## config.mk

```make
export PLATFORM = sky130hd
export DESIGN_NAME = phy_status_irq
export DESIGN_NICKNAME = d
export VERILOG_FILES = /design/src/phy_irq_pkg.sv /design/src/event_counter.sv /design/src/phy_status_irq.sv
export VERILOG_INCLUDE_DIRS = /design/src /design/src/src
export SDC_FILE = /design/constraint.sdc
export NUM_CORES = 1
export LEC_CHECK = 0
export ABC_AREA = 1
export BUFFER_PORTS_ARGS = -buffer_cell sky130_fd_sc_hd__buf_2
export CAP_MARGIN = 40
export CORE_MARGIN = 5
export CORE_UTILIZATION = 53
export CTS_BUF_LIST = sky130_fd_sc_hd__clkbuf_16
export DETAILED_ROUTE_END_ITERATION = 16
export PLACE_DENSITY = 0.82
export SLEW_MARGIN = 5
export SYNTH_ARGS = -nofsm -noshare
export SYNTH_HDL_FRONTEND = slang
export SYNTH_SLANG_ARGS = --single-unit
```

## constraint.sdc

```tcl
create_clock -name clock -period 1.8 [get_ports clock]
set_input_delay 0.36 -clock clock [delete_from_list [all_inputs] [get_ports clock]]
set_output_delay 0.36 -clock clock [all_outputs]
set_load 0.005 [all_outputs]
```

## src/phy_irq_cfg.svh

```systemverilog
`ifndef PHY_IRQ_CFG_SVH
`define PHY_IRQ_CFG_SVH

// ----------------------------------------
// Register offsets
// ----------------------------------------
`define ADDR_BASIC_STATUS    8'h84
`define ADDR_STATUS_SUMMARY  8'hc0
`define ADDR_IRQ_CONTROL     8'hc4
`define ADDR_IRQ_STATUS      8'hc8
`define ADDR_FALSE_CARRIER   8'hd0
`define ADDR_RX_ERROR        8'hd4

// ----------------------------------------
// Field positions and reset values
// ----------------------------------------
`define STS_REMOTE_FAULT     6
`define STS_JABBER           5
`define STS_NEG_DONE         4
`define STS_LOOPBACK         3
`define STS_DUPLEX           2
`define STS_SPEED_10         1
`define STS_LINK             0
`define CTRL_EVENT_ENABLE    1
`define CTRL_TEST_IRQ        0
`define STAT_PENDING         15
`define STAT_MASK_MSB        14
`define STAT_MASK_LSB        9
`define IRQ_CONTROL_RESET    16'h0000
`define IRQ_STATUS_RESET     16'h0000
`define COUNTER_WIDTH        8

// Event vector order matches mask bits 14..9
`define EVT_LINK             5
`define EVT_JABBER           4
`define EVT_REMOTE_FAULT     3
`define EVT_NEG_DONE         2
`define EVT_FALSE_CARRIER    1
`define EVT_RX_ERROR         0
`define EVT_COUNT            6
`endif

```

## src/phy_irq_pkg.sv

```systemverilog
package phy_irq_pkg;

  typedef logic [5:0]  event_vec_t;
  typedef logic [15:0] reg_word_t;

  typedef struct packed {
    logic       event_irq_enable;
    logic       test_irq;
    event_vec_t mask;
    logic       irq_pending_flag;
    logic       rf_latch;
    logic       rf_prev;
    logic       link_prev;
    logic       jabber_prev;
    logic       neg_done_prev;
    reg_word_t  rdata;
  } irq_state_s;

endpackage

```

## src/event_counter.sv

```systemverilog
`timescale 1ns/1ns
`default_nettype none
module event_counter #(
  parameter int WIDTH = 8
)(
  // Clock and reset
  input  wire logic             clock,
  input  wire logic             srst,
  // Event and clear
  input  wire logic             count_event,
  input  wire logic             clear,
  // Count and half-full pulse
  output logic [WIDTH-1:0]      value,
  output logic                  half_event
);

  typedef struct packed {
    logic [WIDTH-1:0] count;
    logic             half;
  } count_state_s;

  localparam logic [WIDTH-1:0] MAX_COUNT = '1;
  localparam logic [WIDTH-1:0] ONE_COUNT = WIDTH'(1);

  count_state_s st;
  count_state_s nx;

  if (WIDTH < 2 || WIDTH > 16)
  begin : g_width_check
    $error("event_counter WIDTH must lie in 2..16");
  end

  // ----------------------------------------
  // Next state
  // ----------------------------------------
  always_comb
  begin
    nx = st;
    if (clear)
      nx.count = '0;
    // An event in the clearing cycle is kept as the first count
    if (count_event)
    begin
      if (clear)
        nx.count = ONE_COUNT;
      else if (st.count != MAX_COUNT)
        nx.count = st.count + ONE_COUNT;
    end
    nx.half = nx.count[WIDTH-1] & ~st.count[WIDTH-1];
  end

  always_ff @(posedge clock)
  begin
    if (srst)
      st <= '0;
    else
      st <= nx;
  end

  assign value      = st.count;
  assign half_event = st.half;
endmodule // event_counter
`default_nettype wire

```

## src/phy_status_irq.sv

```systemverilog
// Implementation choice: the address-and-strobe port.
`timescale 1ns/1ns
`default_nettype none
`include "phy_irq_cfg.svh"
module phy_status_irq
  import phy_irq_pkg::*;
#(
  parameter int CNT_W = `COUNTER_WIDTH
)(
  // Clock and reset
  input  wire logic        clock,
  input  wire logic        srst,
  // Register port
  input  wire logic [7:0]  reg_addr,
  input  wire logic [15:0] reg_wdata,
  input  wire logic        reg_write,
  input  wire logic        reg_read,
  output logic [15:0]      reg_rdata,
  // Line status
  input  wire logic        link_up,
  input  wire logic        jabber,
  input  wire logic        negotiation_done,
  input  wire logic        remote_fault_rx,
  input  wire logic        loopback_on,
  input  wire logic        full_duplex,
  input  wire logic        speed_10,
  // Counter events
  input  wire logic        false_carrier_event,
  input  wire logic        rx_error_event,
  // Host interrupt status bit
  output logic             host_irq_phy
);

  if (CNT_W < 2 || CNT_W > 16)
  begin : g_cnt_check
    $error("phy_status_irq CNT_W must lie in 2..16");
  end

  irq_state_s st;
  irq_state_s nx;

  // ----------------------------------------
  // Address decode
  // ----------------------------------------
  logic sel_basic;
  logic sel_summary;
  logic sel_ctrl;
  logic sel_stat;
  logic sel_fc;
  logic sel_rxe;

  assign sel_basic   = reg_addr == `ADDR_BASIC_STATUS;
  assign sel_summary = reg_addr == `ADDR_STATUS_SUMMARY;
  assign sel_ctrl    = reg_addr == `ADDR_IRQ_CONTROL;
  assign sel_stat    = reg_addr == `ADDR_IRQ_STATUS;
  assign sel_fc      = reg_addr == `ADDR_FALSE_CARRIER;
  assign sel_rxe     = reg_addr == `ADDR_RX_ERROR;

  // ----------------------------------------
  // Error counters
  // ----------------------------------------
  logic [1:0]       cnt_event;
  logic [1:0]       cnt_clear;
  logic [1:0]       cnt_half;
  logic [CNT_W-1:0] cnt_value [2];

  assign cnt_event[1] = false_carrier_event;
  assign cnt_event[0] = rx_error_event;
  // Counters clear on read; the read data carry the count before the clear
  assign cnt_clear[1] = reg_read & sel_fc;
  assign cnt_clear[0] = reg_read & sel_rxe;

  // Both counters are the same block; only their event and clear sources differ
  for (genvar i = 0; i < 2; i++)
  begin : g_counter
    event_counter #(
      .WIDTH (CNT_W)
    ) event_counter_i (
      .clock       (clock),
      .srst        (srst),
      .count_event (cnt_event[i]),
      .clear       (cnt_clear[i]),
      .value       (cnt_value[i]),
      .half_event  (cnt_half[i])
    );
  end

  // ----------------------------------------
  // Events and interrupt qualification
  // ----------------------------------------
  event_vec_t events;
  event_vec_t qualified;
  logic       test_fire;
  logic       pending_set;
  reg_word_t  summary_word;
  reg_word_t  ctrl_word;
  reg_word_t  stat_word;

  // Level inputs become one-cycle events against last cycle's value
  always_comb
  begin
    events                     = '0;
    events[`EVT_LINK]          = link_up ^ st.link_prev;
    events[`EVT_JABBER]        = jabber & ~st.jabber_prev;
    events[`EVT_REMOTE_FAULT]  = st.rf_latch & ~st.rf_prev;
    events[`EVT_NEG_DONE]      = negotiation_done & ~st.neg_done_prev;
    events[`EVT_FALSE_CARRIER] = cnt_half[1];
    events[`EVT_RX_ERROR]      = cnt_half[0];
  end

  assign qualified   = events & ~st.mask & {`EVT_COUNT{st.event_irq_enable}};
  // The test source bypasses the event enable on purpose
  assign test_fire   = reg_read & st.test_irq;
  assign pending_set = (|qualified) | test_fire;

  // ----------------------------------------
  // Read views
  // ----------------------------------------
  always_comb
  begin
    summary_word                    = '0;
    summary_word[`STS_REMOTE_FAULT] = st.rf_latch;
    summary_word[`STS_JABBER]       = jabber;
    summary_word[`STS_NEG_DONE]     = negotiation_done;
    summary_word[`STS_LOOPBACK]     = loopback_on;
    summary_word[`STS_DUPLEX]       = full_duplex;
    summary_word[`STS_SPEED_10]     = speed_10;
    summary_word[`STS_LINK]         = link_up;
  end

  always_comb
  begin
    ctrl_word                      = '0;
    ctrl_word[`CTRL_EVENT_ENABLE]  = st.event_irq_enable;
    ctrl_word[`CTRL_TEST_IRQ]      = st.test_irq;
    stat_word                      = '0;
    stat_word[`STAT_PENDING]       = st.irq_pending_flag;
    stat_word[`STAT_MASK_MSB:`STAT_MASK_LSB] = st.mask;
  end

  // ----------------------------------------
  // Next state
  // ----------------------------------------
  always_comb
  begin
    nx               = st;
    nx.link_prev     = link_up;
    nx.jabber_prev   = jabber;
    nx.neg_done_prev = negotiation_done;
    nx.rf_prev       = st.rf_latch;

    // A fault reported in the clearing cycle survives the read
    if (reg_read && sel_basic)
      nx.rf_latch = 1'b0;
    if (remote_fault_rx)
      nx.rf_latch = 1'b1;

    // Only the two low control bits and the mask field take writes
    if (reg_write && sel_ctrl)
    begin
      nx.event_irq_enable = reg_wdata[`CTRL_EVENT_ENABLE];
      nx.test_irq         = reg_wdata[`CTRL_TEST_IRQ];
    end
    if (reg_write && sel_stat)
      nx.mask = reg_wdata[`STAT_MASK_MSB:`STAT_MASK_LSB];

    // New causes win over the clearing read
    if (reg_read && sel_stat)
      nx.irq_pending_flag = 1'b0;
    if (pending_set)
      nx.irq_pending_flag = 1'b1;

    // Read data stand for exactly one cycle
    nx.rdata = '0;
    if (reg_read)
    begin
      case (1'b1)
        sel_summary: nx.rdata = summary_word;
        sel_ctrl:    nx.rdata = ctrl_word;
        sel_stat:    nx.rdata = stat_word;
        sel_fc:      nx.rdata = reg_word_t'(cnt_value[1]);
        sel_rxe:     nx.rdata = reg_word_t'(cnt_value[0]);
        default:     nx.rdata = '0;
      endcase
    end
  end

  always_ff @(posedge clock)
  begin
    if (srst)
      st <= '0;
    else
      st <= nx;
  end

  // Both outputs leave flops, so the host never sees a decode glitch
  assign reg_rdata    = st.rdata;
  assign host_irq_phy = st.irq_pending_flag;

  // Plain copies of state fields and write data, plus one reduction, so that $past only ever sees a signal
  logic [5:0]       wdata_mask;
  logic [1:0]       wdata_ctrl;
  logic [5:0]       mask_now;
  logic             enable_now;
  logic             test_now;
  logic             rf_now;
  logic             unmasked_any;
  logic [CNT_W-1:0] fc_count;
  logic [CNT_W-1:0] rxe_count;

  assign wdata_mask   = reg_wdata[`STAT_MASK_MSB:`STAT_MASK_LSB];
  assign wdata_ctrl   = {reg_wdata[`CTRL_EVENT_ENABLE], reg_wdata[`CTRL_TEST_IRQ]};
  assign mask_now     = st.mask;
  assign enable_now   = st.event_irq_enable;
  assign test_now     = st.test_irq;
  assign rf_now       = st.rf_latch;
  assign unmasked_any = |(events & ~st.mask);
  assign fc_count     = cnt_value[1];
  assign rxe_count    = cnt_value[0];

  // Per counter: its half-full pulse reaches the flag, and only events or a read move it
  for (genvar i = 0; i < 2; i++)
  begin : g_counter_check

  end
endmodule // phy_status_irq
`default_nettype wire

```

== Word-level counts from Yosys, hierarchy flattened ==
Index checks and enable logic that the tools add are counted.

* Register bits after elaboration: 48
* Bits of input ports: 37
* Output and inout port bits: 17
* Logic and storage cells: 74

* $add $sub $neg: 2
* Equality and inequality tests: 8
* Mux-type cells: 17
* Bitwise gates (word level): 19
* Reductions and logical operators: 11

{| class="wikitable"
|+ Operators by type and width
! cell !! number
|-
| 8-bit two-way mux || 10
|-
| 8-bit == test, second input constant || 6
|-
| 8-bit by 1-bit adder with 8-bit output, second input constant || 2
|-
| 16-bit two-way mux || 1
|-
| 8-bit inequality test, second input constant || 2
|-
| 7-bit two-way mux || 2
|-
| 6-bit bitwise AND || 2
|-
| 6-bit OR reduction || 2
|-
| 1-bit bitwise AND || 8
|-
| 1-bit NOT || 6
|-
| 6-bit NOT || 1
|-
| 5-bit OR reduction || 1
|-
| 1-bit logical AND || 4
|-
| 1-bit two-way mux || 4
|-
| 2-bit nonzero test || 2
|-
| 4-bit OR reduction || 1
|-
| 2-bit OR reduction || 1
|-
| 1-bit OR || 1
|-
| 1-bit XOR || 1
|}

== Longest topological paths before layout ==
Gate-level depths: netlist (run 1).

* Depth in word-level cells: 7
* Depth in mapped cells: 10
* Gate-level depth less buffers: 10

== By module ==
From an unflattened synthesis (run 1), not the netlist that was laid out.

* Cells, all modules: 368
* Area total of the unflattened synthesis: 2471.1 µm²

{| class="wikitable"
|+ By module, submodules not included
! module !! instances !! cells an instance !! area each (µm²) !! sequential area each (µm²)
|-
| phy_status_irq || 1 || 208 || 1430.1 || 580.6
|-
| event_counter || 2 || 80 || 520.5 || 180.2
|}

== Worst setup path before layout (run 1) ==
OpenSTA, ideal clock, no wires.

* Kind: register -> register
* From: register g_counter[0].event_counter_i.st, in the netlist g_counter[0].event_counter_i.value[0]
* To: register g_counter[0].event_counter_i.st, in the netlist g_counter[0].event_counter_i.value[4]
* Library setup time: 0.113 ns
* Arrival time: 1.148 ns
* Data required time: 1.687 ns
* Slack: 0.539 ns
* Stages on the path, launching flop included: 11
* Buffers on the path: 0
* Clock period less this slack: 1.261 ns
* Path through: dfxtp_1 > ha_1 > nand2_1 > nor2_1 > nand2_1 > nand2_4 > inv_2 > nand2_1 > nand2_1 > nand2_1 > nor2_1

* Longest elaborated chain between the ends: 4
* Elaborated cells between the ends (all ways): 5
* Those cells by class: add/sub: 1; eq/ne: 1; mux: 3

{| class="wikitable"
|+ RTL lines
! item !! line !! source
|-
| start: declaration || event_counter.sv:25 || <nowiki>count_state_s st;</nowiki>
|-
| start signal: assignment || event_counter.sv:57 || <nowiki>st <= nx;</nowiki>
|-
| 8-bit by 1-bit adder with 8-bit output / 8-bit inequality test (equally long branches) || event_counter.sv:47, event_counter.sv:46 ||
|-
| 8-bit two-way mux (*) || event_counter.sv:46 || <nowiki>else if (st.count != MAX_COUNT)</nowiki>
|-
| 8-bit two-way mux (*) || event_counter.sv:44 || <nowiki>if (clear)</nowiki>
|-
| 8-bit two-way mux (*) || event_counter.sv:42 || <nowiki>if (count_event)</nowiki>
|}

Every way passes the cells marked *; elsewhere a longest branch is shown, timed or not.
A chain may end at the register's enable or synchronous reset.

== Worst setup path after layout (run 1) ==
Same ends and word-level chain as after synthesis.

==> results.md, run 1 <==
Global routing:
- The first global-routing pass estimated 8760 um of wire.
- After global routing the overflow that remains totals 0.
- Entering global routing, the biggest net connects 14 pins.
- The number of global-route vias before repair came to 2,063.
- For this run, the total global-route usage over all layers was measured as 18.2%.
- The number of antenna violations at the first check in global routing is 0.

Final layout:
- The number of antenna diodes in the final layout is 0.
- The count of filler cells inserted in the layout is 386.
- The ratio of cells with drive above 1 in the final layout is 20.3%.
- At the end of the flow, the number of nets in the layout was 408.
- For this run, the share of the core covered by cells in the final layout is 60.7%.
- Registers take 941 um2.
- The library cell used most frequently in the layout, excluding fill and tap cells, is sky130_fd_sc_hd__nand2_1.
- The multi-input combinational cells in the finished layout cover a total of 0.00105 mm2.
- Leaving out fill and tap cells, the most frequent cells in the layout are 73 x sky130_fd_sc_hd__nand2_1, 50 x sky130_fd_sc_hd__nor2_1, 47 x sky130_fd_sc_hd__dfxtp_1.
- The growth of design area from synthesis to finish is 12.8%.

Setup path:
- The critical path's slowest cell is sky130_fd_sc_hd__dfxtp_1.
- The critical path launch point type is a register.
- Data on the critical path arrives at its endpoint at 1.69 ns.
- The gate family responsible for the most delay along the worst path is simple AND/OR/NAND/NOR gates.
- The number of buffers and inverters on the critical path is 1.
- The worst setup path is captured at a register.
- On the worst path, the slowest cell contributes a delay of 0.41 ns.
- Data on the critical path is required at its endpoint by a little under 2 ns.
- The library cell appearing most often on the critical path is sky130_fd_sc_hd__nand2_1.
- The worst setup path is of the reg2reg kind.
- Along the worst path, the maximum fanout reaches 7.
- Traced cell by cell, the critical path runs through ha_1, nand2_1, nor2_1, nand2_1, nand2_4, inv_2, nand2_1, nand2_1, nand2_1, nor2_1.

Drt:
- The uppermost layer routed is met4.
- The routed design has 5100 um of wire.
- After detailed routing, the number of vias per cell comes to approximately 5.0.
- The DRC violation count after routing is 0.
- The wire length on met3 is 302 um.
- The routed wirelength normalized by instance count is 12.1 um.
- The detail route stage leaves a number of antenna-violating nets equal to 0.
- The number of iterations in the first detailed-routing pass is 4.
- The routed layout has 2,108 vias.
- The met2 routed wirelength is 2440 um.
- In the final routing, the length of wire on met1 measures 2200 um.
- After the first detailed-routing iteration, the DRC count stood at 125.

Yosys:
- By area the synthesized netlist is led by sky130_fd_sc_hd__dfxtp_1 41%, sky130_fd_sc_hd__nand2_1 12%, sky130_fd_sc_hd__nor2_1 8.1%.
- The count of cell types in the netlist is 29.
- The Yosys warning count is 0.
- The cell area that synthesis handed to floorplanning was 0.00231 mm2.
- The synthesized area divided by synthesized cell count is a little under 7 um2.
- The area share of the largest cell type after synthesis is 40.7%.
- Counting every net in the synthesized netlist gives 374.
- In the synthesized netlist, the number of instances is 335.
- The cell taking the most area after synthesis is sky130_fd_sc_hd__dfxtp_1.
- Synthesis inferred 47 register bits.
- The part of the Yosys area used for sequential elements is just over 40%.

Clock tree:
- The number of buffers inserted for hold repair after clock tree synthesis is 0.
- The post-CTS setup buffer count is 0.
- The clock sink total is 47.
- The clock transition time at the flip-flop clock pins of the worst setup and hold paths is ~0.06 ns.
- At the later pin of the worst-skew pair, clock insertion delay measures between 0.2 and 0.3 ns.
- TritonCTS built the clock tree.
- The master cell of the clock root buffer is sky130_fd_sc_hd__clkbuf_16.
- Counting the buffers created by CTS gives 5.
- The depth of the CTS H-tree is 2.
- The post-CTS resize count is 0.
- The maximum number of buffers from clock root to sink is 2.

Floorplanning:
- Pin placement for this block handled 54 I/O pins.
- The initial utilization of the core area, before any placement, comes to 53.8%.
- The count of standard-cell rows is 24.
- Measured along the y axis, the die boundary spans between 70 and 80 um.
- The area of the core is 0.00429 mm2.
- The floorplan step defined a die boundary enclosing 0.00578 mm2.
- The die span in x is about 76 um.

Timing:
- Adding up every negative setup slack in the final design gives 0 ns.
- Measured against its own limit, the worst slew margin works out to 63.9%.
- The least setup slack across all paths after layout is 0.290 ns.
- The setup-violating endpoint count in the final report is 0.
- The number of pins with negative max-slew slack in the final report is 0.
- For the finished layout, the period the worst path requires is ~1.5 ns.
- For this run, the top clock speed supported by timing is between 600 and 700 MHz.
- The final hold violation count came to 0.
- Dividing the final minimum period by the clock period gives 83.9%.
- Clock skew on the completed layout was measured at approximately 0.0044 ns.
- Setup repair after global routing left no endpoint under its margin.
- The transition at the pin with the smallest max-transition slack is roughly 0.54 ns.

Placed design:
- The worst slack after detailed placement is approximately 0.27 ns.
- Port buffering added 44 buffers.
- The routability-driven placement congestion ratio is 0.883.
- Summed over all nets, the half-perimeter wirelength after detailed placement is 3860 um.

Power and ir drop:
- Dividing total power by cell area gives a power density of ~800 mW/mm2.
- The net switching share of the total power is 22.4%.
- The internal power of the cells totals 1.61 mW.
- The clock network power share is 41.2%.
- The post-route total power is 2.08 mW.
- Combinational logic is responsible for 7.0% of the overall power.
- The total leakage power is between 1 and 1.5 nW.
- In this run the power spent charging and discharging nets is 465 uW.
- Across the VDD grid, the largest voltage drop is 0.353 mV.
- The portion of total power attributed to sequential cells is 51.7%.

Hold path:
- The min-delay analysis places its worst path in the category in2reg.

Status:
- The flow ran to the end, and the final reports show no timing, DRC or antenna violations.

Run:
- Across the run, the number of max-cap violations was 0.
## path summary, 6_finish.rpt
kind                                                         start                                                to  slack [ns]  cells past startpoint
setup / recovery  g_counter[0].event_counter_i.value[0]$_SDFF_PP0_  g_counter[0].event_counter_i.value[4]$_SDFF_PP0_        0.29                     10
hold reg to reg                          host_irq_phy$_SDFFE_PP0P_                          reg_rdata[15]$_SDFF_PP0_        0.45                      2
hold / removal                                     remote_fault_rx                               rf_now$_SDFFE_PP0P_        0.27                      3
setup reg to reg  g_counter[0].event_counter_i.value[0]$_SDFF_PP0_  g_counter[0].event_counter_i.value[4]$_SDFF_PP0_        0.29                     10
## cells in the mapped netlist (all sizes together)
cell type	instances
ha	2
buf	17
dfxtp	47
clkbuf	1
nand3b	1
clkinv	1
o21bai	1
nor2	56
a21oi	18
and3	2
nand2	80
conb	1
nor3	7
o211ai	1
nand3	23
o21ai	20
inv	50
xor2	1
nand4	6
## cells by family after synthesis
logic type	after synthesis	share of synthesized area [%]
AOI/OAI and AO/OA	40	8.88
other	1	0.162
adders and majority gates	2	1.08
buffers and inverters	69	14.0
xor gates and xnor gates	1	0.379
DFF	47	40.7
and+or+nand+nor	175	34.8
## metrics by stage
stage / hold WS, ns / cells / area (um2)
2_1_floorplan: 0.431 / 335 / 2310
3_3_place_gp: 0.446 / 414 / 2470
3_5_place_dp: 0.447 / 414 / 2470
4_1_cts: 0.273 / 421 / 2610
5_1_grt: 0.287 / 421 / 2610
6_report: 0.271 / 421 / 2610
## layer usage
| layer | vias to the layer above | track usage [%] |
|---|---|---|
| li1 | 1100 | - |
| met1 | 920 | 20.9 |
| met2 | 69 | 30.6 |
| met3 | 19 | 4.85 |
| met4 | 0 | 9.61 |
| met5 | - | 0 |
## state kept, by name, summed over array words and instances (netlist names), 2 cells and up
signal / count
st: 4
g_counter.event_counter_i.half_event: 2
reg_rdata: 15
mask_now: 6
g_counter.event_counter_i.value: 16
## worst reg2reg max path: stages (launching register included)
cell	delay (ns)
sky130_fd_sc_hd__dfxtp_1	0.41
sky130_fd_sc_hd__ha_1	0.21
sky130_fd_sc_hd__nand2_1	0.10
sky130_fd_sc_hd__nor2_1	0.13
sky130_fd_sc_hd__nand2_1	0.16
sky130_fd_sc_hd__nand2_4	0.13
sky130_fd_sc_hd__inv_2	0.06
sky130_fd_sc_hd__nand2_1	0.07
sky130_fd_sc_hd__nand2_1	0.05
sky130_fd_sc_hd__nand2_1	0.05
sky130_fd_sc_hd__nor2_1	0.03
## power groups by stage
stage	clock network (mW)	registers, mW	logic [mW]
2_1_floorplan	0	1.09	0.0864
3_3_place_gp	0	1.10	0.140
3_5_place_dp	0	1.10	0.145
4_1_cts	0.868	1.07	0.147
5_1_grt	0.918	1.08	0.168
6_report	0.857	1.07	0.146
## layout make-up
class                           count  area share [%]
Multi-Input combinational cell    219            40.1
Sequential cell                    47            36.1
Timing Repair Buffer               45            8.73
Inverter                           51            7.44
Clock buffer                        5            4.80
Tap cell                           52            2.50
Clock inverter                      2           0.336
No activity file was read; power rests on OpenSTA's default activity.
==> run 2: changes to the inputs <==
==> constraint.sdc (replaced) <==
create_clock -name clock -period 1.4 [get_ports clock]
set_input_delay 0.28 -clock clock [delete_from_list [all_inputs] [get_ports clock]]
set_output_delay 0.28 -clock clock [all_outputs]
set_load 0.005 [all_outputs]
==> run 2 against run 1 <==
Effect of this change: fmax is 15% higher; sequential power is 29% higher; sequential cell count did not move; critical endpoint unchanged; largest cell class unchanged; largest power group is now the clock network.
==> results.md, run 2 (synthesis gave the netlist of run 1 again) <==
Final layout:
- The count of filler cells inserted in the layout is 364 (-5.7%).
- In the layout the commonest cells are 72 x sky130_fd_sc_hd__nand2_1, 49 x sky130_fd_sc_hd__nor2_1, 44 x sky130_fd_sc_hd__inv_1, 44 x sky130_fd_sc_hd__dfxtp_1, 44 x sky130_fd_sc_hd__buf_2.
- The count of inserted antenna diode cells was 0 (unchanged).
- The growth of design area from synthesis to finish is 20.1%.
- The most common cell after layout, fill and taps aside is sky130_fd_sc_hd__nand2_1.
- The ratio of cells with drive above 1 in the final layout was 24.6% (+4.3 points).
- The number of flip-flops under the largest register name is 16 (unchanged).
- The post-layout net count is 420 (+2.9%).

Floorplanning:
- The die span in x was 76.0 um (unchanged).
- The die outline area was 0.00578 mm2 (unchanged).
- The number of ports placed on the die boundary is 54 (unchanged).
- The height of the die came to 76.0 um (unchanged).
- The starting density of the core was 53.8% (unchanged).
- The count of standard-cell rows is 24 (unchanged).
- The area of the core is 0.00429 mm2 (unchanged).

Power and ir drop:
- The total leakage power is 1.30 nW (+7.4%).
- The cell area power density came to 1110 mW/mm2 (+40%).
- The maximum vdd ir drop is 0.599 mV (+70%).

Placed design:
- The worst slack after detailed placement was 0.0114 ns (-0.261 ns).
- The detailed-placement wirelength estimate is 3890 um (+0.69%).
- The routability-driven placement congestion ratio is 0.871 (-1.3%).
- The count of port buffers added during placement is 44 (unchanged).

Drt:
- The number of iterations in the first detailed-routing pass is 4 (unchanged).
- The routed wirelength normalized by instance count is 12.1 um (about the same).
- The number of design-rule violations left by the first detailed-router iteration is 132 (+5.6%).
- The DRC violation count after routing is 0 (unchanged).
- The via count of the routed design is 2,184 (+3.6%).
- The remaining number of nets flagged by the antenna check after routing was 0 (unchanged).
- The number of vias per cell came to 5.03 (+0.50%).
- The wire length after detailed routing is 5250 um (+3.1%).

Run:
- The number of max-capacitance violations reported is 0 (unchanged).

Setup path:
- The critical path launch point type is a register.
- The data required time of the worst path was 1.58 ns (-0.40 ns).
- The data arrival time of the critical path is 1.49 ns (-0.20 ns).
- The maximum fanout along the worst path came to 7 (unchanged).
- The type of element capturing the critical path is a register.
- The setup path with the least slack is of type reg2reg.

Global routing:
- The number of global-route vias before repair is 2,054 (-0.44%).
- The met2 usage is 31.8% (+1.2 points).
- The number of antenna violations at the first check in global routing came to 0 (unchanged).
- The routing usage on met1 is 21.4% (+0.45 points).
- The global routing usage summed across all routing layers was 18.1% (-0.10 points).
- The sum of overflow across all layers after global routing came to 0 (unchanged).
- The most congested layer reported by global routing is met2.
- The met3 demand-to-capacity share in global routing is 4.02% (-0.83 points).
- The wire length of the first global-routing pass came to 8800 um (+0.47%).
- The maximum number of pins on one net before global-route repair was 15 (+1).

Hold path:
- The tightest min-delay check is of the in2reg type.

Clock tree:
- The depth of the CTS H-tree is 2 (unchanged).
- The root buffer cell chosen for the clock tree is sky130_fd_sc_hd__clkbuf_16.
- The TritonCTS buffer count is 5 (unchanged).
- The maximum number of buffers from clock root to sink is 2 (unchanged).
- The clock tree from TritonCTS is built.
- The later-pin clock latency in the skew report came to 0.28 ns (about the same).
- The clock sink total came to 47 (unchanged).
- The clock transition time at the flip-flop clock pins of the worst setup and hold paths was 0.06 ns (about the same).
- The number of buffers inserted for hold repair after clock tree synthesis is 0 (unchanged).

Timing:
- Setup repair after global routing could not meet its margin everywhere.
- The final cycle utilization of the critical path is 93.7% (+9.8 points).
- The final hold violation count was 0 (unchanged).
- The number of pins with negative max-slew slack in the final report was 0 (unchanged).
- The least setup slack across all paths after layout is 0.0888 ns (-0.201 ns).
- The clock period minus worst slack is 1.31 ns (-0.199 ns).
- The final clock skew is 0.00492 ns (+0.000527 ns).
- The total negative slack is 0 ns (unchanged).
- The achievable frequency is 763 MHz (+15%).
- The setup-violating endpoint count in the final report is 0 (unchanged).

Status:
- The run finished with clean final reports.
-- run 2: cell count changes in the layout (fill, tap and decap cells not counted), moves of 2 or more --
cell                        previous run  this run
sky130_fd_sc_hd__dfxtp_2               0         2
sky130_fd_sc_hd__bufinv_16             0         2
sky130_fd_sc_hd__buf_4                 1        13
sky130_fd_sc_hd__dfxtp_1              47        44
-- run 2: area by class of cell --
class                      instances  area, um2  area share (%)
inverter                          51        194            6.99
tap                               52       65.1            2.34
clock inverter                     3       63.8            2.30
multi-input combinational        219       1060            38.3
timing repair buffer              57        318            11.4
sequential                        47        947            34.1
clock buffer                       5        125            4.51
-- run 2: path summary, 6_finish.rpt --
kind,from,to,slack (ns),depth (start not counted)
max,g_counter[0].event_counter_i.value[1]$_SDFF_PP0_,g_counter[0].event_counter_i.value[4]$_SDFF_PP0_,0.09,10
min,remote_fault_rx,rf_now$_SDFFE_PP0P_,0.19,3
max reg2reg,g_counter[0].event_counter_i.value[1]$_SDFF_PP0_,g_counter[0].event_counter_i.value[4]$_SDFF_PP0_,0.09,10
min reg2reg,host_irq_phy$_SDFFE_PP0P_,reg_rdata[15]$_SDFF_PP0_,0.46,2
-- run 2: power by group --
group	switching (mW)	internal, mW
Clock	0.483	1.02
Sequential	0.0202	1.36
Combinational	0.124	0.0903
-- run 2: per-stage QoR --
stage / cells / util (%) / cell area (um2) / total power [mW] / hold WS (ns)
5_1_grt: 434 / 64.7 / 2780 / 3.21 / 0.206
2_1_floorplan: 335 / - / 2310 / 1.52 / 0.351
4_1_cts: 433 / 63.9 / 2750 / 3.09 / 0.190
3_5_place_dp: 425 / 59.5 / 2560 / 1.61 / 0.443
3_3_place_gp: 425 / 59.5 / 2560 / 1.61 / 0.446
6_report: 434 / 64.7 / 2780 / 3.09 / 0.189
-- run 2: worst max-delay path, cell delays in order, from the launching register on --
cell and delay [ns]:
sky130_fd_sc_hd__dfxtp_1 0.33, sky130_fd_sc_hd__ha_1 0.17, sky130_fd_sc_hd__nand2_1 0.09, sky130_fd_sc_hd__nor2_2 0.14, sky130_fd_sc_hd__nand2_2 0.10, sky130_fd_sc_hd__nand2_4 0.10
sky130_fd_sc_hd__inv_2 0.05, sky130_fd_sc_hd__nand2_1 0.07, sky130_fd_sc_hd__nand2_1 0.05, sky130_fd_sc_hd__nand2_1 0.06, sky130_fd_sc_hd__nor2_1 0.04
-- run 2: what timing repair did --
item                       4_1_cts  5_1_grt
hold endpoints to repair         0        0
setup endpoints to repair        0       14
setup buffers                    0        1
resized for setup                0        8
-- run 2: per-layer routing --
layer	wire [um]	part of all wire [%]
met1	2160	41
met2	2670	51
met3	339	6.5
met4	80	1.5
met5	0	0
==> run 3: changes to the inputs <==
--- a/config.mk
+++ b/config.mk
@@ -9,11 +9,13 @@
 export ABC_AREA = 1
 export BUFFER_PORTS_ARGS = -buffer_cell sky130_fd_sc_hd__buf_2
 export CAP_MARGIN = 40
+export CELL_PAD_IN_SITES_DETAIL_PLACEMENT = 0
+export CELL_PAD_IN_SITES_GLOBAL_PLACEMENT = 1
 export CORE_MARGIN = 5
-export CORE_UTILIZATION = 53
+export CORE_UTILIZATION = 37
 export CTS_BUF_LIST = sky130_fd_sc_hd__clkbuf_16
 export DETAILED_ROUTE_END_ITERATION = 16
-export PLACE_DENSITY = 0.82
+export PLACE_DENSITY = 0.81
 export SLEW_MARGIN = 5
 export SYNTH_ARGS = -nofsm -noshare
 export SYNTH_HDL_FRONTEND = slang
==> run 3 against run 2 <==
Effect of this change: sequential power is essentially flat; critical path type unchanged; fmax up 0.84%; register-to-register slack about the same; sequential share of layout area down 0.37 points; combinational power rose by 2%; hold slack is essentially flat; clock power shrank 24%; final cell count is 6.5% higher; first-iteration DRC count down 6.1%; wire length up 2.4%; clock-buffer cell count stayed put; non-clock buffer count up 5.
==> results.md, run 3 (synthesis gave the netlist of run 1 again) <==
Status:
- The flow ran to the end, and the final reports show no timing, DRC or antenna violations.

Floorplanning:
- The die span in x is 89.0 um (+17%).
- The starting density of the core came to 38.6% (-15 points).
- The area of the core is 0.00599 mm2 (+40%).
- The number of ports placed on the die boundary is 54 (unchanged).
- The die outline area is 0.00793 mm2 (+37%).
- The height of the die is 89.0 um (+17%).
- The count of standard-cell rows came to 28 (+17%).

Clock tree:
- The maximum number of buffers from clock root to sink is 2 (unchanged).
- The clock transition time at the flip-flop clock pins of the worst setup and hold paths is 0.06 ns (about the same).
- TritonCTS built the clock tree.
- The depth of the CTS H-tree is 2 (unchanged).
- The later-pin clock latency in the skew report is 0.28 ns (about the same).
- The number of buffers inserted for hold repair after clock tree synthesis is 0 (unchanged).
- The clock sink total came to 47 (unchanged).
- The TritonCTS buffer count is 5 (unchanged).
- The master cell of the clock root buffer is sky130_fd_sc_hd__clkbuf_16.

Drt:
- The remaining number of nets flagged by the antenna check after routing is 0 (unchanged).
- The number of vias per cell is 4.54 (-9.7%).
- The wire length after detailed routing is 5380 um (+2.4%).
- The DRC violation count after routing is 0 (unchanged).
- The number of iterations in the first detailed-routing pass is 4 (unchanged).
- The number of design-rule violations left by the first detailed-router iteration is 124 (-6.1%).
- The via count of the routed design is 2,099 (-3.9%).
- The routed wirelength normalized by instance count is 11.6 um (-3.8%).

Final layout:
- In the layout the commonest cells are 71 x sky130_fd_sc_hd__nand2_1, 49 x sky130_fd_sc_hd__nor2_1, 44 x sky130_fd_sc_hd__buf_2.
- Compared with the post-synthesis result, the final layout area differs by 21.6%.
- The final non-filler cell total is 462 (+6.5%).
- The most common cell after layout, fill and taps aside is sky130_fd_sc_hd__nand2_1.
- The post-layout net count is 425 (+1.2%).
- The count of filler cells inserted in the layout was 630 (+73%).
- The number of flip-flops under the largest register name was 16 (unchanged).
- The ratio of cells with drive above 1 in the final layout is 26.4% (+1.7 points).
- The count of inserted antenna diode cells is 0 (unchanged).

Hold path:
- The type of the most critical hold path is in2reg.
- The startpoint identified for the worst hold timing path is remote_fault_rx.

Setup path:
- The data required time of the worst path was 1.58 ns (about the same).
- The data arrival time of the critical path is 1.48 ns (about the same).
- Following the worst setup path forward leads to its endpoint at g_counter[1].event_counter_i.value[4]$_SDFF_PP0_.
- By instance count, the cell type seen most on the critical path is sky130_fd_sc_hd__nand2_4.
- The signal on the critical path passes through ha_2, nand2_1, nor2_4, nand2_4, nand2_4, inv_4, a21oi_1, nor2_1.
- The depth of the most critical reg-to-reg path was 8 (-2).
- The largest incremental delay on the critical path is 0.36 ns (+0.03 ns).
- The maximum fanout along the worst path is 6 (-1).
- The critical path is of the reg2reg type.
- The launch point of the worst reg-to-reg path is g_counter[1].event_counter_i.value[1]$_SDFF_PP0_.
- The worst setup path is captured at a register.
- The worst setup slack for register-to-register paths is 0.1 ns (about the same).
- The endpoint of the lowest-slack register-to-register path is g_counter[1].event_counter_i.value[4]$_SDFF_PP0_.
- The launch point of the worst path is g_counter[1].event_counter_i.value[1]$_SDFF_PP0_.
- The critical path launch point type is a register.
- The critical path's slowest cell is sky130_fd_sc_hd__dfxtp_4.

Power and ir drop:
- The maximum vdd ir drop is 0.600 mV (+0.12%).
- The post-route total power is 2.73 mW (-12%).
- The total leakage power is 1.31 nW (+0.60%).
- The cell area power density was 972 mW/mm2 (-13%).

Global routing:
- The number of global-route vias before repair is 1,947 (-5.2%).
- The maximum number of pins on one net before global-route repair came to 15 (unchanged).
- The sum of overflow across all layers after global routing is 0 (unchanged).
- The wire length of the first global-routing pass is 9090 um (+3.3%).
- The number of antenna violations at the first check in global routing came to 0 (unchanged).
- The global routing usage summed across all routing layers was 14.7% (-3.4 points).

Placed design:
- The routability-driven placement congestion ratio was 0.785 (-9.9%).
- The detailed-placement wirelength estimate is 4290 um (+10%).
- The number of placed instances, taps included is 453 (+6.6%).
- The count of port buffers added during placement came to 44 (unchanged).

Timing:
- Setup repair after global routing could not meet its margin everywhere.
- The number of pins with negative max-slew slack in the final report was 0 (unchanged).
- The final clock skew was 0.00589 ns (+0.000970 ns).
- The clock period minus worst slack came to 1.30 ns (-0.0109 ns).
- The achievable frequency is 769 MHz (+0.84%).
- The final cycle utilization of the critical path is 92.9% (-0.78 points).
- The setup-violating endpoint count in the final report came to 0 (unchanged).
- The final hold violation count is 0 (unchanged).

Run:
- The number of max-capacitance violations reported is 0 (unchanged).
==> run 3: per-stage QoR <==
stage           TNS, ns  util (%)  setup slack (ns)  area, um2  hold WS (ns)
2_1_floorplan         0         -             0.139       2310         0.351
3_3_place_gp    -0.0167      43.8           -0.0167       2620         0.447
3_5_place_dp     -0.161      43.8           -0.0731       2620         0.445
4_1_cts               0      46.1            0.0130       2760         0.180
5_1_grt        -0.00598      46.9          -0.00463       2810         0.209
6_report              0      46.9            0.0997       2810         0.189
==> run 3: per-layer routing <==
metal	share of wire, %	wire length [um]	GRT usage, %
met2	45	2440	24.0
met3	6.1	327	3.23
met5	0	0	0
met1	47	2520	19.5
met4	1.7	90	4.74
==> run 3: where the power goes <==
group	internal, mW	switching [mW]
clock	0.649	0.487
sequential	1.36	0.0162
combinational	0.0921	0.126
total	2.10	0.629
==> run 3: cell type report <==
cell class,instances,area [um2],area share [%]
Multi-Input combinational cell,219,1080,38.4
Sequential cell,47,948,33.7
Timing Repair Buffer,62,355,12.6
Inverter,51,194,6.90
Clock buffer,5,125,4.45
Tap cell,75,93.8,3.34
Clock inverter,3,15.0,0.534
==> run 3: worst min path at each step <==
stage	endpoint	slack (ns)	cells after the start
after detailed placement	reg_rdata[15]$_SDFF_PP0_	0.44	2
final	rf_now$_SDFFE_PP0P_	0.19	3
after floorplan	st[16]$_SDFF_PP0_	0.35	1
after CTS	rf_now$_SDFFE_PP0P_	0.18	3
after global placement	reg_rdata[15]$_SDFF_PP0_	0.45	2
after global routing	rf_now$_SDFFE_PP0P_	0.21	3
==> run 3: timing repair <==
action	in CTS	in global routing
endpoints found under the setup margin	0	13
setup buffers	0	1
resized for setup	0	14
==> run 3: worst max-delay path, delay by kind of cell (launching register included) <==
family                   cells  cell delay, ns
AO/OA/AOI/OAI                1            0.13
adder cells (fa/ha/maj)      1            0.18
AND/OR/NAND/NOR              5            0.48
flip-flops                   1            0.36
buffers and inverters        1            0.05
